[config.mk]
export PLATFORM = sky130hd
export DESIGN_NAME = gcc_counter
export DESIGN_NICKNAME = d
export VERILOG_FILES = /design/src/logic/gcc_pkg.sv /design/src/logic/gcc_edge_if.sv /design/src/logic/gcc_cycle_det.sv /design/src/logic/gcc_counter.sv
export VERILOG_INCLUDE_DIRS = /design/src /design/src/logic
export SDC_FILE = /design/constraint.sdc
export NUM_CORES = 1
export LEC_CHECK = 0
export BUFFER_PORTS_ARGS = -buffer_cell sky130_fd_sc_hd__buf_2
export CELL_PAD_IN_SITES_DETAIL_PLACEMENT = 0
export CELL_PAD_IN_SITES_GLOBAL_PLACEMENT = 2
export CORE_ASPECT_RATIO = 0.6
export CORE_MARGIN = 4
export CORE_UTILIZATION = 37
export CTS_CLUSTER_DIAMETER = 150
export DETAILED_ROUTE_END_ITERATION = 6
export GPL_TIMING_DRIVEN = 1
export PLACE_DENSITY_LB_ADDON = 0.1
export SLEW_MARGIN = 5
export SYNTH_ARGS = -nofsm -noshare
export SYNTH_HDL_FRONTEND = slang
export SYNTH_HIERARCHICAL = 1
export SYNTH_SLANG_ARGS = --single-unit
[constraint.sdc]
create_clock -name clk_i -period 4.17 [get_ports clk_i]
set_input_delay 0.834 -clock clk_i [delete_from_list [all_inputs] [get_ports clk_i]]
set_output_delay 0.834 -clock clk_i [all_outputs]
set_load 0.01 [all_outputs]
[src/logic/gcc_map.svh]
// Constants of the gated cycle counter: widths, limits and timing.
// Assumes a 100 MHz system clock; included by bare name.
`ifndef GCC_MAP_SVH
`define GCC_MAP_SVH

// ==========================================
// Widths and limits
`define GCC_PIN_NUM       16          // General-purpose pins
`define GCC_SEL_W         4           // Pin selector width, 0 to 15
`define GCC_CNT_W         16          // Accumulator and duration width
`define GCC_DEST_W        8           // Result destination tag width
`define GCC_CNT_MAX       16'hFFFF    // Saturation value, also longest window
`define GCC_CNT_ONE       16'h0001    // Increment step
`define GCC_CNT_ZERO      16'h0000    // Cleared accumulator
`define GCC_PIN_ZERO      16'h0000    // All pins inputs after reset

// ==========================================
// Timing
`define GCC_CLK_PERIOD_NS 10          // System clock period in ns
`define GCC_UNIT_US       1000        // Window time unit in us (slow variant)
`define GCC_UNIT_CYC      ((`GCC_UNIT_US * 1000) / `GCC_CLK_PERIOD_NS)

`endif

[src/logic/gcc_pkg.sv]
// Types shared by the gated cycle counter modules.
// Assumes gcc_map.svh is on the include path.
`include "gcc_map.svh"

package gcc_pkg;
   // Pin selector, counts and destination tags
   typedef logic [`GCC_SEL_W-1:0]   gcc_sel_t;
   typedef logic [`GCC_CNT_W-1:0]   gcc_count_t;
   typedef logic [`GCC_DEST_W-1:0]  gcc_dest_t;
   typedef logic [`GCC_PIN_NUM-1:0] gcc_pins_t;
   // Control sequence
   typedef enum logic [1:0] {GCC_IDLE, GCC_SETUP, GCC_RUN} gcc_state_t;
endpackage

[src/logic/gcc_edge_if.sv]
// Link between the window control and the cycle detector.
// Assumes both ends run on the same clock.
`timescale 1ns/1ns
`default_nettype none

interface gcc_edge_if;
   logic level;   // Synchronised level of the selected pin
   logic arm;     // Capture reference level
   logic run;     // Window open
   logic cycle;   // One full cycle seen, one-cycle pulse

   // Detector end
   modport det (input level, input arm, input run, output cycle);
   // Control end
   modport ctl (output level, output arm, output run, input cycle);
endinterface

`default_nettype wire

[src/logic/gcc_cycle_det.sv]
// Full-cycle detector: pulses once each time the level returns to its
// starting value after leaving it. Assumes level is already synchronised.
`timescale 1ns/1ns
`default_nettype none

module gcc_cycle_det (
   input  wire logic  clk_i,
   input  wire logic  rst_n_i,
   gcc_edge_if.det    edge_if
);
   import gcc_pkg::*;

   logic ref_q, ref_d;     // Level at window start
   logic prev_q, prev_d;   // Level one cycle ago
   logic cyc_q, cyc_d;     // Registered cycle pulse

   // ==========================================
   // Next values
   always_comb begin
      ref_d  = ref_q;
      prev_d = edge_if.level;
      cyc_d  = 1'b0;
      if (edge_if.arm) begin
         // Reference taken, nothing counted yet
         ref_d = edge_if.level;
      end else if (edge_if.run) begin
         // Return to the reference level closes one cycle
         cyc_d = (prev_q != ref_q) && (edge_if.level == ref_q);
      end
   end

   // Registers
   always_ff @(posedge clk_i or negedge rst_n_i) begin
      if (!rst_n_i) begin
         ref_q  <= 1'b0;
         prev_q <= 1'b0;
         cyc_q  <= 1'b0;
      end else begin
         ref_q  <= ref_d;
         prev_q <= prev_d;
         cyc_q  <= cyc_d;
      end
   end

   assign edge_if.cycle = cyc_q;
endmodule

`default_nettype wire

[src/logic/gcc_counter.sv]
// Gated cycle counter top: selects a pin, makes it an input, counts
// full cycles for a programmed number of time units, then hands over
// the total with its destination tag. Assumes pins are asynchronous.
`timescale 1ns/1ns
`default_nettype none
`include "gcc_map.svh"

// Operation
// - Selected pin made input for whole window
// - Pin selector zero through fifteen
// - Window lasts one to 65535 time units
// - Count full cycles, not single edges
// - Detect levels of minimum pulse width
// - Count square wave up to maximum frequency
// - Write total to named destination at end
module gcc_counter #(
   parameter int UNIT_CYCLES = `GCC_UNIT_CYC  // Clock cycles per time unit
) (
   input  wire logic          clk_i,
   input  wire logic          rst_n_i,
   input  wire logic          start_i,       // Request, one-cycle pulse
   input  wire gcc_pkg::gcc_sel_t   pin_sel_i,     // Pin to observe
   input  wire gcc_pkg::gcc_count_t duration_i,    // Window in time units
   input  wire gcc_pkg::gcc_dest_t  dest_i,        // Result destination tag
   input  wire logic          dir_load_i,    // Load pin directions
   input  wire gcc_pkg::gcc_pins_t  dir_value_i,   // 1 = output
   input  wire gcc_pkg::gcc_pins_t  pin_i,         // Pin levels
   output logic               busy_o,        // Request in progress
   output logic               done_o,        // Result write strobe
   output gcc_pkg::gcc_count_t      result_o,      // Cycle total
   output gcc_pkg::gcc_dest_t       result_dest_o, // Where total goes
   output gcc_pkg::gcc_pins_t       pin_oe_o       // Pin output enables
);
   import gcc_pkg::*;

   localparam int PRE_W = $clog2(UNIT_CYCLES + 1);
   localparam logic [PRE_W-1:0] PRE_LAST = PRE_W'(UNIT_CYCLES - 1);

   // ==========================================
   // Pin synchroniser
   gcc_pins_t sync1_q, sync2_q;   // Two-stage capture of all pins

   always_ff @(posedge clk_i or negedge rst_n_i) begin
      if (!rst_n_i) begin
         sync1_q <= `GCC_PIN_ZERO;
         sync2_q <= `GCC_PIN_ZERO;
      end else begin
         // Sampled every clock, far below the minimum pulse width
         sync1_q <= pin_i;
         sync2_q <= sync1_q;
      end
   end

   // ==========================================
   // Control state
   gcc_state_t state_q, state_d;     // Sequence
   gcc_sel_t   sel_q, sel_d;         // Latched selector
   gcc_count_t dur_q, dur_d;         // Latched window length
   gcc_dest_t  dest_q, dest_d;       // Latched destination
   gcc_count_t units_q, units_d;     // Elapsed time units
   logic [PRE_W-1:0] pre_q, pre_d;   // Time-unit divider
   gcc_count_t acc_q, acc_d;         // Cycle accumulator
   gcc_count_t res_q, res_d;         // Result register
   logic       done_q, done_d;       // Done strobe
   logic       busy_q, busy_d;       // Busy flag
   gcc_pins_t  oe_q, oe_d;           // Pin directions
   logic       tick;                 // One time unit elapsed
   logic       last;                 // Final unit of window
   logic       accept;               // Request taken

   gcc_edge_if edge_if ();

   // Detector inputs
   assign edge_if.level = sync2_q[sel_q];
   assign edge_if.arm   = (state_q == GCC_SETUP);
   assign edge_if.run   = (state_q == GCC_RUN);

   gcc_cycle_det i_gcc_cycle_det (
      .clk_i   (clk_i),
      .rst_n_i (rst_n_i),
      .edge_if (edge_if)
   );

   // Divider enable and window end
   assign tick   = (state_q == GCC_RUN) && (pre_q == PRE_LAST);
   assign last   = tick && (units_q == dur_q - `GCC_CNT_ONE);
   assign accept = start_i && (state_q == GCC_IDLE) && (duration_i != `GCC_CNT_ZERO);

   // Next values
   always_comb begin
      state_d = state_q;
      sel_d   = sel_q;
      dur_d   = dur_q;
      dest_d  = dest_q;
      units_d = units_q;
      pre_d   = pre_q;
      acc_d   = acc_q;
      res_d   = res_q;
      done_d  = 1'b0;
      busy_d  = busy_q;
      oe_d    = oe_q;
      unique case (state_q)
         GCC_IDLE: begin
            // Direction loads only between requests
            if (dir_load_i) begin
               oe_d = dir_value_i;
            end
            if (accept) begin
               sel_d         = pin_sel_i;
               dur_d         = duration_i;
               dest_d        = dest_i;
               oe_d[pin_sel_i] = 1'b0;
               acc_d         = `GCC_CNT_ZERO;
               units_d       = `GCC_CNT_ZERO;
               pre_d         = '0;
               busy_d        = 1'b1;
               state_d       = GCC_SETUP;
            end
         end
         GCC_SETUP: begin
            // Reference level captured, window opens
            state_d = GCC_RUN;
         end
         GCC_RUN: begin
            // Every cycle pulse arriving while running counts, saturating; one detected in the final clock arrives after the window
            if (edge_if.cycle && acc_q != `GCC_CNT_MAX) begin
               acc_d = acc_q + `GCC_CNT_ONE;
            end
            pre_d = tick ? '0 : pre_q + PRE_W'(1);
            if (tick) begin
               units_d = units_q + `GCC_CNT_ONE;
            end
            if (last) begin
               res_d   = acc_d;
               done_d  = 1'b1;
               busy_d  = 1'b0;
               state_d = GCC_IDLE;
            end
         end
      endcase
   end

   // Registers
   always_ff @(posedge clk_i or negedge rst_n_i) begin
      if (!rst_n_i) begin
         state_q <= GCC_IDLE;
         sel_q   <= '0;
         dur_q   <= `GCC_CNT_ZERO;
         dest_q  <= '0;
         units_q <= `GCC_CNT_ZERO;
         pre_q   <= '0;
         acc_q   <= `GCC_CNT_ZERO;
         res_q   <= `GCC_CNT_ZERO;
         done_q  <= 1'b0;
         busy_q  <= 1'b0;
         oe_q    <= `GCC_PIN_ZERO;
      end else begin
         state_q <= state_d;
         sel_q   <= sel_d;
         dur_q   <= dur_d;
         dest_q  <= dest_d;
         units_q <= units_d;
         pre_q   <= pre_d;
         acc_q   <= acc_d;
         res_q   <= res_d;
         done_q  <= done_d;
         busy_q  <= busy_d;
         oe_q    <= oe_d;
      end
   end

   // Outputs straight from flops
   assign busy_o        = busy_q;
   assign done_o        = done_q;
   assign result_o      = res_q;
   assign result_dest_o = dest_q;
   assign pin_oe_o      = oe_q;

   // ==========================================
   // Checks
   logic [31:0] win_q;   // Clocks spent in the open window

   always_ff @(posedge clk_i or negedge rst_n_i) begin
      if (!rst_n_i) begin
         win_q <= 32'h0000_0000;
      end else begin
         win_q <= (state_q == GCC_RUN) ? win_q + 32'h0000_0001 : 32'h0000_0000;
      end
   end
endmodule

`default_nettype wire

==> flow_summary.json <==
{
  "avgSynthCellArea_um2": 11.1,
  "r2r_setup_slack_ns": 0.71,
  "hp-start": "sync1_q[6]",
  "die-area_um2": 21100,
  "ys_seq_elements": 148,
  "die_h_um": 114,
  "drc": 0,
  "synthMuxAreaShare_pct": 12.0,
  "insertion_delay_ns": 0.43,
  "antenna_found_initial": 0,
  "cp-end-kind": "register",
  "cap_violations": 0,
  "hold_slack_ns": 0.348,
  "first_iter_violations": 372,
  "clk_pin_slew_ns": 0.07,
  "ioPinCount": 106,
  "power_w": 0.00320,
  "ir_drop_v": 0.000305,
  "reg2reg_depth": 9,
  "async_reset_ff_share_pct": 100,
  "synth_commonest_cells": "dfrtp_1, nand2_1, o21ai_0",
  "antenna_cells": 0,
  "finalMaxSlewViolations": 0,
  "area_growth_pct": 20.0,
  "synth_ff_type": "dfrtp_1",
  "final_util_pct": 45.8,
  "fin_crit_ns": 3.46,
  "grt_max_degree": 86,
  "synth_compound_area_share_pct": 8.72,
  "fin_skew_ns": 0.00959,
  "reg2reg_to": "state_q[1]",
  "num_vias": 5154,
  "p_leak_nw": 4.07,
  "synth_seq_area_share_pct": 53.2,
  "die_x_um": 185,
  "cts_buffers": 17,
  "tns_ns": 0,
  "crit_required_ns": 4.48,
  "synth_top_area_share_pct": 53.2,
  "grt_pass1_wl_um": 28000,
  "drive_gt1_share_pct": 26.9,
  "synth_area_leaders": "dfrtp_1, mux2_2, xnor2_1",
  "yosysUniqueCellTypes": 62,
  "reg2reg_from": "pre_q[0]",
  "hold_viol_final": 0,
  "fmax_mhz": 289,
  "dp_hpwl_um": 12200,
  "synth_top_family_by_area": "simple AND/OR/NAND/NOR gates",
  "cts.sinks": 148,
  "setup_viol": 0,
  "io_buffer_count": 105,
  "path_class": "register to register",
  "worst_pin_slew_ns": 0.869,
  "yosys.cell_count.top_type": "dfrtp_1",
  "globalRouteTotalUtil_pct": 17.0,
  "cts_buffer_depth": 2,
  "postCtsSetupBuffers": 0,
  "max-slew-margin-rel_pct": 41.9,
  "root_buffer": "clkbuf_16",
  "synth_cells": 625,
  "hold_depth": 0,
  "drt_first_pass_iters": 5,
  "viasPerCell": 5.24,
  "synth_fa_ha_area_share_pct": 1.26,
  "cp_max_fo": 19,
  "rsz0062_at_grt": "no",
  "first_global_vias": 5046,
  "synth.net_count": 696,
  "status": "complete, no violations",
  "cts_tree": "built",
  "fin_nets": 801,
  "synth_xor_area_share_pct": 6.29,
  "gp_congestion": 0.796,
  "placementRows": 38,
  "synth_edf_count": 0,
  "initial_utilization_pct": 38.1,
  "core-area_um2": 18300,
  "worstHoldEndpoint": "sync2_q[6]",
  "power_density_nw_per_um2": 383,
  "drt-total-wl_um": 17000,
  "cts_resized": 0,
  "wl_per_cell_um": 17.3,
  "postCtsHoldBufs": 0,
  "cts_htree_levels": 4,
  "syn_area_um2": 6960,
  "grt-ovfl-total": 0,
  "start_kind": "register",
  "hold_class": "register to register",
  "postRouteAntennaNets": 0,
  "arrival_ns": 3.78,
  "nFillCells": 1753,
  "period_share_pct": 83.0,
  "synth-simple-area-share_pct": 16.2,
  "yosys.area.top_type": "dfrtp_1",
  "synth_warnings": 6
}
worst max-delay path: stages, from the launching register on:
cell	delay (ns)
dfrtp_1	0.39
ha_1	0.29
nor4bb_1	0.28
nand4_1	0.34
a2111oi_0	0.63
nand4_1	0.25
nor4_4	0.37
buf_4	0.37
o21ai_2	0.12
mux2_4	0.30
final cells by class:
class | instances | area, um^2 | area share, %
clock buffer | 18 | 429 | 5.14
clock inverter | 14 | 168 | 2.01
inverter | 15 | 56.3 | 0.674
multi-input combinational | 438 | 3110 | 37.3
sequential | 148 | 3700 | 44.3
tap | 240 | 300 | 3.59
timing repair buffer | 110 | 582 | 6.97
cell usage in the layout, fill, tap and decap left out, types with 8 or more instances in the layout:
master     synthesis  layout
a21oi_1           22      22
nor4_1             9       9
nor2b_1            8       8
buf_2              0     104
clkbuf_16          0      17
and3_1            12      12
nand2_1           56      56
nand3_1           19      19
nor3_1            13      13
nand4_1           19      19
xor2_1            24      24
a31oi_1            9       9
dfrtp_1          148     148
mux2i_1           22      22
xnor2_1           26      26
nor2_1            39      39
o21ai_0           44      44
mux2_2            34      34
inv_1             15      15
worst max-delay path by stage:
stage                  start           end  slack [ns]  depth (start not counted)
floorplan           dur_q[0]  result_o[10]        1.16                          9
global placement    pre_q[0]    state_q[1]        0.77                          9
detailed placement  pre_q[0]    state_q[1]        0.72                          9
CTS                 pre_q[0]    state_q[1]        0.72                          9
global route        pre_q[0]    state_q[1]        0.57                          9
finish              pre_q[0]    state_q[1]        0.71                          9
metal layers:
metal / up-vias / GRT usage, % / part of all wire, %
li1: 2463 / - / -
met3: 15 / 4.06 / 4.1
met4: 0 / 5.33 / 1.3
met1: 2564 / 28.1 / 56
met5: - / 0 / 0
met2: 112 / 21.2 / 39
kinds of logic after synthesis:
kind of cell | Yosys count
mux | 69
simple gates | 211
xor+xnor | 50
flops | 148
fa+ha+maj | 7
buf+inv | 39
compound gates | 101
power breakdown:
part	total (W)	internal [W]	switching, W	leakage [nW]
registers	0.00150	0.00147	0.0000324	1.94
logic	0.000130	0.0000559	0.0000738	1.85
clock network	0.00157	0.000902	0.000669	0.285
total	0.00320	0.00243	0.000775	4.07
sequential cells by signal (all words and copies together) (netlist names):
register	cells
pre_q	17
acc_q	16
dur_q	16
pin_oe_o	16
result_o	16
sync1_q	16
sync2_q	16
units_q	16
result_dest_o	8
sel_q	4
state_q	2
busy_o	1
done_o	1
i_gcc_cycle_det/edge_if.cycle	1
i_gcc_cycle_det/prev_q	1
i_gcc_cycle_det/ref_q	1
metrics by stage:
stage / cells / instance area, um^2 / setup WS (ns)
2_1_floorplan: 625 / 6960 / 1.16
3_5_place_dp: 951 / 7760 / 0.715
5_1_grt: 983 / 8350 / 0.568
3_3_place_gp: 951 / 7760 / 0.769
4_1_cts: 983 / 8350 / 0.719
6_report: 983 / 8350 / 0.709
Note: power is estimated with default switching activity, not from simulation.
